[src/core/irq_ctrl_pkg.sv]
// Constants shared by the priority interrupt controller.
package irq_ctrl_pkg;

  // **************************************************************
  // Source table
  // **************************************************************
  localparam int NUM_SOURCES = 60;
  localparam int NUM_FIXED = 10;
  localparam int NUM_CHANNELS = 8;
  localparam int WATCHDOG_IDX = 9;
  localparam int RESERVED_IDX = 8;
  localparam int XFER_DONE_BASE = 52;
  localparam int ILLEGAL_TRAP_IDX = 2;

  // **************************************************************
  // Levels and status register layout
  // **************************************************************
  localparam logic [2:0] LEVEL_NONE = 3'h0;
  localparam logic [2:0] LEVEL_MIN = 3'h1;
  localparam logic [2:0] LEVEL_XFER = 3'h6;
  localparam logic [2:0] LEVEL_TOP = 3'h7;
  localparam int SR_MASK_LO = 12;
  localparam int SR_MASK_HI = 14;
  localparam logic [15:0] SR_RESET = 16'h7000;

  // **************************************************************
  // Vector area
  // **************************************************************
  localparam logic [23:0] VECTOR_BASE = 24'hFFFF00;
  localparam int VECTOR_SHIFT = 2;

  // **************************************************************
  // Register offsets (byte addresses)
  // **************************************************************
  localparam logic [7:0] REG_STATUS = 8'h00;
  localparam logic [7:0] REG_PEND_LO = 8'h04;
  localparam logic [7:0] REG_PEND_HI = 8'h08;
  localparam logic [7:0] REG_LEVEL_BASE = 8'h10;
  localparam logic [7:0] REG_LEVEL_END = 8'h2C;
  localparam logic [7:0] REG_START_BASE = 8'h40;
  localparam logic [7:0] REG_START_END = 8'h5C;
  localparam int LEVELS_PER_WORD = 8;
  localparam int LEVEL_FIELD = 4;

  // **************************************************************
  // Instruction kinds and sequencer states
  // **************************************************************
  typedef enum logic [1:0] {
    OP_MASK_SET,
    OP_MASK_ALL,
    OP_RETURN,
    OP_NONE
  } op_kind_t;

  typedef enum logic [2:0] {
    ST_IDLE,
    ST_PUSH,
    ST_FETCH,
    ST_JUMP,
    ST_HOLD
  } seq_state_t;

endpackage

[src/core/priority_interrupt_controller.sv]
// Prioritised interrupt controller with the CPU acceptance sequencer.
//
// Decided for this implementation: the Avalon-MM slave port and the placing of the registers.
`timescale 1ns/100ps
module priority_interrupt_controller
  import irq_ctrl_pkg::*;
#(
  parameter int NSRC = irq_ctrl_pkg::NUM_SOURCES,
  parameter int NCH = irq_ctrl_pkg::NUM_CHANNELS
) (
  // Clock and reset
  input wire logic clk,
  input wire logic rstn,
  // Avalon-MM register slave
  input wire logic [7:0] address,
  input wire logic read,
  input wire logic write,
  input wire logic [31:0] writedata,
  output logic [31:0] readdata,
  output logic waitrequest,
  // Peripheral events, one-cycle pulses on this clock
  input wire logic [NSRC-1:0] irqEvent,
  // Instruction sequencer
  input wire logic instrBoundary,
  input wire logic instrDone,
  input wire logic opValid,
  input wire irq_ctrl_pkg::op_kind_t opKind,
  input wire logic [2:0] opArg,
  input wire logic [15:0] retSr,
  input wire logic trapReq,
  input wire logic [2:0] trapNum,
  input wire logic illegalReq,
  input wire logic [23:0] pcIn,
  input wire logic [31:0] stackPointer,
  // Handler fetch
  input wire logic fetchAck,
  input wire logic [23:0] fetchData,
  // Transfer engine
  input wire logic xferEnd,
  input wire logic [2:0] xferEndCh,
  // Context push, fetch and jump
  output logic pushValid,
  output logic [31:0] pushAddr,
  output logic [23:0] pushPc,
  output logic [15:0] pushSr,
  output logic fetchReq,
  output logic [23:0] fetchAddr,
  output logic jumpValid,
  output logic [23:0] jumpTarget,
  // Status towards the CPU core
  output logic [15:0] statusReg,
  output logic [7:0] nestDepth,
  output logic accepted,
  output logic [7:0] acceptedVector,
  // Transfer start towards the engine
  output logic xferGo,
  output logic [2:0] xferCh
);
  import irq_ctrl_pkg::*;

  initial begin
    if (NSRC <= XFER_DONE_BASE + NCH - 1 || NSRC > 64 || NCH != 8) begin
      $error("Unsupported source or channel count.");
    end
  end

  // **************************************************************
  // State
  // **************************************************************
  typedef struct packed {
    seq_state_t st;
    logic [15:0] sr;
    logic [7:0] nest;
    logic [NSRC-1:0] pend;
    logic [NSRC-1:0][2:0] level;
    logic [NCH-1:0][7:0] startCode;
    logic wait_;
    logic [31:0] rdata;
    logic pushValid;
    logic [31:0] pushAddr;
    logic [23:0] pushPc;
    logic [15:0] pushSr;
    logic fetchReq;
    logic [23:0] fetchAddr;
    logic jumpValid;
    logic [23:0] jumpTarget;
    logic accepted;
    logic [7:0] vector;
    logic xferGo;
    logic [2:0] xferCh;
  } state_t;

  state_t s_q;
  state_t s_d;

  // **************************************************************
  // Decoding helpers
  // **************************************************************
  // Lowest numbered channel wins when two carry the same start code.
  function automatic logic [3:0] route(
    input logic [NCH-1:0][7:0] codes, input int idx);
    logic [3:0] r;
    r = 4'h0;
    for (int c = NCH - 1; c >= 0; c--) begin
      if (codes[c] == 8'(idx) && codes[c] != 8'h00) begin
        r = {1'b1, 3'(c)};
      end
    end
    return r;
  endfunction

  function automatic logic [2:0] effLevel(
    input logic pend, input logic [2:0] lvl, input logic routed,
    input int idx);
    logic [2:0] e;
    e = LEVEL_NONE;
    if (pend) begin
      if (idx == WATCHDOG_IDX) begin
        e = LEVEL_TOP;
      end else if (routed) begin
        e = LEVEL_XFER;
      end else if (lvl != LEVEL_TOP) begin
        e = lvl;
      end
    end
    return e;
  endfunction

  function automatic logic [7:0] vectorOf(input logic [5:0] idx);
    return {idx, 2'b00};
  endfunction

  // **************************************************************
  // Priority resolution
  // **************************************************************
  logic [2:0] bestLvl;
  logic [5:0] bestIdx;
  logic bestRouted;
  logic [2:0] bestCh;
  logic [2:0] maskNow;

  always_comb begin
    logic [3:0] rt;
    logic [2:0] lv;
    rt = 4'h0;
    lv = LEVEL_NONE;
    bestLvl = LEVEL_NONE;
    bestIdx = 6'h00;
    bestRouted = 1'b0;
    bestCh = 3'h0;
    // Scanning downward with >= leaves the smallest vector on ties.
    for (int i = NSRC - 1; i >= WATCHDOG_IDX; i--) begin
      rt = route(s_q.startCode, i);
      lv = effLevel(s_q.pend[i], s_q.level[i], rt[3], i);
      if (lv != LEVEL_NONE && lv >= bestLvl) begin
        bestLvl = lv;
        bestIdx = 6'(i);
        bestRouted = rt[3];
        bestCh = rt[2:0];
      end
    end
  end

  assign maskNow = s_q.sr[SR_MASK_HI:SR_MASK_LO];

  // **************************************************************
  // Next state
  // **************************************************************
  always_comb begin
    logic hwTake;
    logic [2:0] newMask;
    logic [7:0] vec;
    logic busRd;
    logic busWr;
    int w;
    hwTake = 1'b0;
    newMask = LEVEL_NONE;
    vec = 8'h00;
    busRd = 1'b0;
    busWr = 1'b0;
    w = 0;
    s_d = s_q;
    s_d.pushValid = 1'b0;
    s_d.jumpValid = 1'b0;
    s_d.accepted = 1'b0;
    s_d.xferGo = 1'b0;

    // Events set pending flags; a set in the clearing cycle survives.
    for (int i = WATCHDOG_IDX; i < NSRC; i++) begin
      if (i != RESERVED_IDX && irqEvent[i]) begin
        s_d.pend[i] = 1'b1;
      end
    end

    // Instructions that touch the mask act at once.
    if (opValid) begin
      case (opKind)
        OP_MASK_SET: begin
          newMask = (opArg == LEVEL_NONE) ? LEVEL_MIN : opArg;
          s_d.sr[SR_MASK_HI:SR_MASK_LO] = newMask;
        end
        OP_MASK_ALL: begin
          s_d.sr[SR_MASK_HI:SR_MASK_LO] = LEVEL_TOP;
        end
        OP_RETURN: begin
          s_d.sr = retSr;
          if (s_q.nest != 8'h00) begin
            s_d.nest = s_q.nest - 8'h01;
          end
        end
        default: begin
        end
      endcase
    end

    case (s_q.st)
      ST_IDLE: begin
        if (instrBoundary && !opValid) begin
          if (trapReq || illegalReq) begin
            // Traps skip the mask update but still fetch their handler from the vector area.
            vec = illegalReq ? vectorOf(6'(ILLEGAL_TRAP_IDX))
                             : vectorOf({3'h0, trapNum});
            s_d.vector = vec;
            s_d.accepted = 1'b1;
            s_d.nest = s_q.nest + 8'h01;
            s_d.pushValid = 1'b1;
            s_d.pushAddr = stackPointer;
            s_d.pushPc = pcIn;
            s_d.pushSr = s_q.sr;
            s_d.st = ST_PUSH;
          end else if (bestLvl != LEVEL_NONE && bestLvl >= maskNow) begin
            hwTake = 1'b1;
          end
        end
        if (hwTake) begin
          s_d.pend[bestIdx] = irqEvent[bestIdx];
          if (bestRouted) begin
            s_d.xferGo = 1'b1;
            s_d.xferCh = bestCh;
          end else begin
            s_d.vector = vectorOf(bestIdx);
            s_d.accepted = 1'b1;
            newMask = (bestLvl == LEVEL_TOP) ? LEVEL_TOP
                                             : bestLvl + 3'h1;
            s_d.sr[SR_MASK_HI:SR_MASK_LO] = newMask;
            s_d.nest = s_q.nest + 8'h01;
            s_d.pushValid = 1'b1;
            s_d.pushAddr = stackPointer;
            s_d.pushPc = pcIn;
            s_d.pushSr = s_q.sr;
            s_d.st = ST_PUSH;
          end
        end
      end
      ST_PUSH: begin
        s_d.fetchReq = 1'b1;
        s_d.fetchAddr = VECTOR_BASE + {16'h0000, s_q.vector};
        s_d.st = ST_FETCH;
      end
      ST_FETCH: begin
        if (fetchAck) begin
          s_d.fetchReq = 1'b0;
          s_d.jumpValid = 1'b1;
          s_d.jumpTarget = fetchData;
          s_d.st = ST_JUMP;
        end
      end
      ST_JUMP: begin
        s_d.st = ST_HOLD;
      end
      ST_HOLD: begin
        // No request is accepted until the handler's first instruction ran.
        if (instrDone) begin
          s_d.st = ST_IDLE;
        end
      end
      default: begin
        s_d.st = ST_IDLE;
      end
    endcase

    // A finished transfer frees its channel and flags its done source.
    if (xferEnd) begin
      s_d.startCode[xferEndCh] = 8'h00;
      s_d.pend[XFER_DONE_BASE + int'(xferEndCh)] = 1'b1;
    end

    // Register slave: one wait cycle, then the access completes.
    busRd = read && !s_q.wait_;
    busWr = write && !s_q.wait_;
    s_d.wait_ = !((read || write) && s_q.wait_);
    if (read && s_q.wait_) begin
      s_d.rdata = 32'h00000000;
      if (address == REG_STATUS) begin
        s_d.rdata = {5'h00, s_q.st, s_q.nest, s_q.sr};
      end else if (address == REG_PEND_LO) begin
        s_d.rdata = 32'(s_q.pend);
      end else if (address == REG_PEND_HI) begin
        s_d.rdata = 32'(s_q.pend >> 32);
      end else if (address >= REG_LEVEL_BASE && address <= REG_LEVEL_END
                   && address[1:0] == 2'b00) begin
        w = int'(address - REG_LEVEL_BASE) >> 2;
        for (int k = 0; k < LEVELS_PER_WORD; k++) begin
          if (w * LEVELS_PER_WORD + k < NSRC) begin
            s_d.rdata[k*LEVEL_FIELD +: 3] =
              s_q.level[w * LEVELS_PER_WORD + k];
          end
        end
      end else if (address >= REG_START_BASE && address <= REG_START_END
                   && address[1:0] == 2'b00) begin
        w = int'(address - REG_START_BASE) >> 2;
        s_d.rdata = {24'h000000, s_q.startCode[w]};
      end
    end
    if (busWr) begin
      if (address >= REG_LEVEL_BASE && address <= REG_LEVEL_END
          && address[1:0] == 2'b00) begin
        w = int'(address - REG_LEVEL_BASE) >> 2;
        for (int k = 0; k < LEVELS_PER_WORD; k++) begin
          if (w * LEVELS_PER_WORD + k >= NUM_FIXED
              && w * LEVELS_PER_WORD + k < NSRC) begin
            s_d.level[w * LEVELS_PER_WORD + k] =
              writedata[k*LEVEL_FIELD +: 3];
          end
        end
      end else if (address >= REG_START_BASE && address <= REG_START_END
                   && address[1:0] == 2'b00) begin
        w = int'(address - REG_START_BASE) >> 2;
        s_d.startCode[w] = writedata[7:0];
      end
    end
    if (busRd) begin
      s_d.rdata = s_q.rdata;
    end
  end

  // **************************************************************
  // Registers
  // **************************************************************
  always_ff @(posedge clk or negedge rstn) begin
    if (!rstn) begin
      s_q <= '0;
      s_q.st <= ST_IDLE;
      s_q.sr <= SR_RESET;
      s_q.wait_ <= 1'b1;
    end else begin
      s_q <= s_d;
    end
  end

  assign readdata = s_q.rdata;
  assign waitrequest = s_q.wait_;
  assign pushValid = s_q.pushValid;
  assign pushAddr = s_q.pushAddr;
  assign pushPc = s_q.pushPc;
  assign pushSr = s_q.pushSr;
  assign fetchReq = s_q.fetchReq;
  assign fetchAddr = s_q.fetchAddr;
  assign jumpValid = s_q.jumpValid;
  assign jumpTarget = s_q.jumpTarget;
  assign statusReg = s_q.sr;
  assign nestDepth = s_q.nest;
  assign accepted = s_q.accepted;
  assign acceptedVector = s_q.vector;
  assign xferGo = s_q.xferGo;
  assign xferCh = s_q.xferCh;

endmodule

[config.mk]
export PLATFORM = sky130hd
export DESIGN_NAME = priority_interrupt_controller
export DESIGN_NICKNAME = d
export VERILOG_FILES = /design/src/core/irq_ctrl_pkg.sv /design/src/core/priority_interrupt_controller.sv
export SDC_FILE = /design/constraint.sdc
export NUM_CORES = 2
export LEC_CHECK = 0
export BUFFER_PORTS_ARGS = -buffer_cell sky130_fd_sc_hd__buf_2
export CAP_MARGIN = 25
export CORE_UTILIZATION = 39
export CTS_BUF_LIST = sky130_fd_sc_hd__clkbuf_16
export CTS_CLUSTER_DIAMETER = 40
export CTS_CLUSTER_SIZE = 10
export DETAILED_ROUTE_END_ITERATION = 7
export PLACE_DENSITY = 0.62
export SYNTH_ARGS = -nofsm -noshare
export SYNTH_HDL_FRONTEND = slang
export SYNTH_SLANG_ARGS = --single-unit
[constraint.sdc]
create_clock -name clk -period 88.8 [get_ports clk]
set_clock_uncertainty 0.1 [all_clocks]
set_input_delay 8.88 -clock clk [delete_from_list [all_inputs] [get_ports clk]]
set_output_delay 8.88 -clock clk [all_outputs]
set_load 0.1 [all_outputs]
[After elaboration in Yosys (flattened, before gate mapping)]
Index checks and enable logic that the tools add are counted.
Storage, ports and cells
  logic and storage cells: 2210
  bits in registers: 500
Operators by class
  reduce and logical (&&, ||, !) cells: 568
  order comparisons: 96
  bitwise gates (word level): 4
  mux-type cells: 972
  add/sub/neg operators: 14
  equal/unequal tests: 469
Operator list (number)
  180-bit 2-to-1 mux: 22
  8-bit by 6-bit equality test with 1-bit output (second input constant): 224
  4-bit 2-to-1 mux: 409
  180-bit bitwise mux: 8
  8-bit by 5-bit equality test with 1-bit output (second input constant): 128
  3-bit 2-to-1 mux: 304
  1-bit logical AND: 489
  8-bit by 4-bit equality test with 1-bit output (second input constant): 57
  73-bit 2-to-1 mux: 5
  6-bit 2-to-1 mux: 51
  64-bit 2-to-1 mux: 4
  3-bit nonzero test: 52
  3-bit greater-or-equal comparator: 51
  3-bit inequality test (second input constant): 50
  68-bit 2-to-1 mux: 2
  3-bit binary-select mux with 6-bit select: 7
  3-bit demux with 6-bit select: 7
  1-bit 2-to-1 mux: 118
  32-bit 2-to-1 mux: 3
  11-bit by 1-bit greater-or-equal comparator with 1-bit output (second input constant): 7
  11-bit by 5-bit greater-or-equal comparator with 1-bit output (second input constant): 7
  11-bit by 7-bit less-than comparator with 1-bit output (second input constant): 7
  11-bit by 8-bit less-than comparator with 1-bit output (second input constant): 7
  8-bit nonzero test: 9
  other kinds (64): 95

[Logic depth before layout (Yosys ltp)]
  depth in word-level cells: 175
  gate-level depth with buffers: 428
  mapped depth without buffers: 399

[Worst setup path after synthesis]
OpenSTA, ideal clock, no wires.
  kind: register to register
  start: reg s_q[220] in the netlist's numbering
  end: reg s_q[431] in the netlist's numbering
  required time: 88574 ps
  library setup time: 126 ps
  buffers on the path: 31
  arrival: 72511 ps
  slack: 16063 ps
  stages on the path, launching flop included: 396
  cell sequence: dfrtp_1 > buf_2 > nor4bb_1 > a22o_1 > or4_4 > buf_6 > a21oi_1 > nor2b_1 > ha_1 > a21o_1 > a21o_1 > o311ai_1 > a32oi_1 > inv_1 > ha_1 > nand2b_1 > a21o_1 > a21o_1 > (+360 left out) > nand2_1 > o21ai_0 > ha_1 > nand2_1 > a21oi_1 > nor2_1 > o21ai_1 > nand2_1 > ha_1 > a21oi_1 > nor2b_1 > o21a_1 > nand2_1 > nor3_1 > nand2_1 > a2111oi_2 > nand4b_2 > o32a_1
RTL lines
  start, declared: RTL line priority_interrupt_controller.sv:93  | state_t s_q;

==> results <==
- The beginning of the worst register-to-register path is s_q[212].
- The HPWL after detailed placement is 175 mm.
- After the flow finishes, the layout carries non-filler instances totaling 7128.
- For the pin with the worst max-slew slack, the measured transition is between 1 and 1.5 ns.
- The worst slew margin relative to its limit is 0.175.
- The count of buffering cells on the critical path with inverters included is 36.
- The fill cell total of the finished layout is between 10000 and 15000.
- The most used flip-flop cell after synthesis is dfrtp_1.
- The number of sinks driven by the clock tree is 484.
- STA classifies the critical path endpoint as a register.
- For the finished layout, the period the worst path requires is approximately 84 ns.
- In the routed layout, each cell is associated on average with a via count of roughly 6.5.
- In this run the worst path has a maximum fanout of 20.
- Counting every net in the synthesized netlist gives 5606.
- For this design the ratio of total power to cell area is 18.8 nW/µm².
- The CTS root buffer is clkbuf_16.
- The CTS H-tree depth is 3.
- The number of remaining DRC errors is 4.
- The setup-violating endpoint count in the final report is 0.
- The placeable core region is 109000 µm².
- The startpoint of the most critical setup path is s_q[212].
- The cell family contributing the most delay on the critical path is compound AO/OA/AOI/OAI gates.
- Of the total power, combinational logic draws 0.358.
- The net switching power is between 400 and 500 µW.
- The clock buffer count from CTS is between 80 and 90.
- After global routing the overflow that remains totals 0.
- Counting flops and latches in the post-synthesis netlist gives roughly 480.
- Setup repair after global routing left no endpoint under its margin.
- The layout cell share with drive strength beyond 1 is 0.239.
- The share of total power dissipated in sequential elements is 0.289.
- The instance count of the mapped netlist is about 5300.
- The routed design has 218 mm of wire.
- The remaining antenna violation count is 0.
- The first-pass GRT wire length is 304 mm.
- The number of global-route vias before repair was 41800.
- After routing, the total negative slack on setup checks comes to 0 ns.
- The type of origin of the critical path is a register.
- Leaving out fill and tap cells, the most frequent cells in the layout are nand2_1, o21ai_0, dfrtp_1.
- The die covers approximately 110000 µm².
- The number of buffers on the longest clock path is 3.
- In this run the cell area of the synthesized design comes to ~43000 µm².
- Across every metal layer, demand over resource in global routing totals 0.376.
- The initial utilization of the core area, before any placement, comes to 0.395.
- The insertion delay of the later-clocked pin in the worst-skew pair is around 0.7 ns.
- The share of synthesized area in the top cell type comes to 0.279.
- The total number of nets in the final design is 5933.
- The slowest cell on the critical path is o31ai_1.
- With fillers left out, the area of the finished cells amounts to 49900 µm².
- The switching part of the total is 0.448.
- Post-CTS timing repair inserted 0 buffers for setup.
- The tool flagged a number of max-cap violations equal to 0.
- The total count of max-transition violations in the final report is 0.
- The post-place instance area is ~47000 µm².
- The path class of the tightest hold or removal check is reg2reg.
- Once routing completed, OpenROAD measured the worst setup slack at 5.20 ns.
- At the worst endpoint, the required time is between 80 and 90 ns.
- ~410 I/O pins were placed.
- For this run, the top clock speed supported by timing is roughly 0.012 GHz.
- Row generation in the floorplan step produced 121 rows.
- The initial antenna violation count is 12.
- In this design, the stage delay of the slowest critical-path cell is between 0.7 and 0.8 ns.
- The share of async-settable or async-resettable flops after synthesis is 1.00.
- Entering global routing, the biggest net connects 158 pins.
- The congestion estimate from routability-driven global placement came to 1.10.
- The share of power burned in the clock network is 0.353.
- The cell accounting for the most synthesized area is dfrtp_1.
- The number of endpoints with negative hold slack in the final report is 0.
- The checks that failed: DRC.
- The cell internal power dissipation is a little over 500 µW.
- The netlist uses about 140 different library cells.
- The run finished, with violations left.
- The via count is roughly 46000.
- The library cell appearing most often on the critical path is ha_1.
- The die height is between 300 and 400 µm.
- The most common cell after layout, fill and taps aside is nand2_1.
- The register area share after synthesis is 0.281.
- The peak supply drop is between 0.015 and 0.02 mV.
- The overall die width is 334 µm.
- The count of input and output buffers is 404.
- A synthesized cell averages just over 8 µm².
- TritonCTS built the clock tree.
- The final cycle utilization of the critical path is 0.941.
- The clock-pin slew of the registers on the worst-case setup and hold paths is approximately 0.05 ns.
- The type of the worst setup path is reg2reg.
- Compared with the post-synthesis result, the final layout area differs by 15.8%.
- The startpoint of the tightest hold check path is s_q[419].
- For this run, the number of Yosys warnings is 0.
- Counting flops with a built-in enable in the synthesized netlist gives 0.
- By area the synthesized netlist is led by dfrtp_1, mux2_2, o21ai_0.
- Data arrives at the worst endpoint at roughly 84 ns.
- The number of optimization iterations in the first detailed-route pass is 8.
- The worst setup slack after placement is 7.57 ns.
- The leakage dissipation is between 0.02 and 0.025 µW.
- Dividing the detail-routed wire length by the instance count gives 30.6 µm.
- The count of placed standard cells including taps is about 7000.
- The count of routing violations after the opening detailed-route iteration is roughly 6400.
==> flip-flops by register name, indices dropped and copies added, names as in the netlist <==
| signal | cells |
|---|---|
| xferGo | 1 |
| acceptedVector | 8 |
| pushSr | 16 |
| s_q | 307 |
| fetchReq | 1 |
| nestDepth | 8 |
| readdata | 32 |
| xferCh | 3 |
| pushAddr | 32 |
| statusReg | 16 |
| jumpValid | 1 |
| accepted | 1 |
| fetchAddr | 9 |
| pushPc | 24 |
| jumpTarget | 24 |
| waitrequest | 1 |
==> worst paths after layout <==
path / end / slack [ns] / cells past startpoint
max: s_q[444] / 5.20 / 382
min: s_q[419] / 0.28 / 0
max reg2reg: s_q[444] / 5.20 / 382
min reg2reg: s_q[419] / 0.28 / 0
max in group asynchronous: s_q[345] / 78.36 / 3
min in group asynchronous: s_q[422] / 8.17 / 1
==> metrics by stage <==
stage	total power [µW]	util	hold slack [ns]
after global routing	960	0.457	0.286
after global placement	604	0.430	0.264
after detailed placement	607	0.430	0.269
after floorplan	576	-	0.329
final	936	0.457	0.277
after CTS	937	0.456	0.280
==> layout make-up <==
type | count | area [µm²] | area share
Multi-Input combinational cell | 4130 | 27900 | 0.559
Sequential cell | 484 | 12100 | 0.243
Clock buffer | 82 | 2050 | 0.0411
Clock inverter | 59 | 805 | 0.0161
Inverter | 151 | 567 | 0.0114
Timing Repair Buffer | 739 | 4610 | 0.0924
Antenna cell | 7 | 17.5 | 0.000351
Tap cell | 1476 | 1850 | 0.0370
==> cell families after synthesis <==
group	count (synthesis)	synth area share
AOI/OAI and AO/OA	1735	0.269
xor gates and xnor gates	3	0.000610
adders and majority gates	127	0.0369
buffers and inverters	647	0.0760
DFF	484	0.281
muxes	386	0.112
and+or+nand+nor	1879	0.224
==> synthesized netlist by cell type (54+ instances only) <==
cell type and n:
nand2_1 616, o21ai_0 484, dfrtp_1 480, nor2_1 430
a21oi_1 306, mux2_2 248, clkbuf_1 227, buf_4 192
nand3_1 161, inv_1 149, ha_1 127, o22ai_1 109
a21boi_0 104, nor3_1 92, mux2i_1 72, nand2b_1 72
o21a_1 60, a31oi_1 58, nor2b_1 58, o211ai_1 56
a211oi_1 54
==> layer usage <==
| layer | up-vias | track usage | wire [µm] |
|---|---|---|---|
| met5 | - | 0 | 56 |
| met4 | 8 | 0.241 | 16900 |
| met3 | 614 | 0.113 | 27000 |
| met2 | 2899 | 0.540 | 88900 |
| met1 | 22300 | 0.489 | 85000 |
| li1 | 20200 | - | - |
==> power groups by stage <==
stage	Clock, µW	Sequential (µW)	Combinational, µW
2_1_floorplan	0	269	307
3_3_place_gp	0	272	332
3_5_place_dp	0	274	333
4_1_cts	333	270	334
5_1_grt	343	274	344
6_report	331	271	335
==> worst register-to-register path, delay by kind of cell, from the launching register on <==
family	cells	cell delay (ns)
AO/OA/AOI/OAI	166	37.18
adder cells (fa/ha/maj)	51	13.85
buffers and inverters	36	5.68
flip-flops	1	0.36
multiplexers	10	3.63
AND/OR/NAND/NOR	119	22.80
==> repair_timing <==
| item | in CTS | in global routing |
|---|---|---|
| hold endpoints to repair | 0 | 0 |
| endpoints found under the setup margin | 0 | 1 |
| resized for setup | 0 | 1 |
| hold buffers | 0 | 0 |
(Power assumes the default switching activity.)
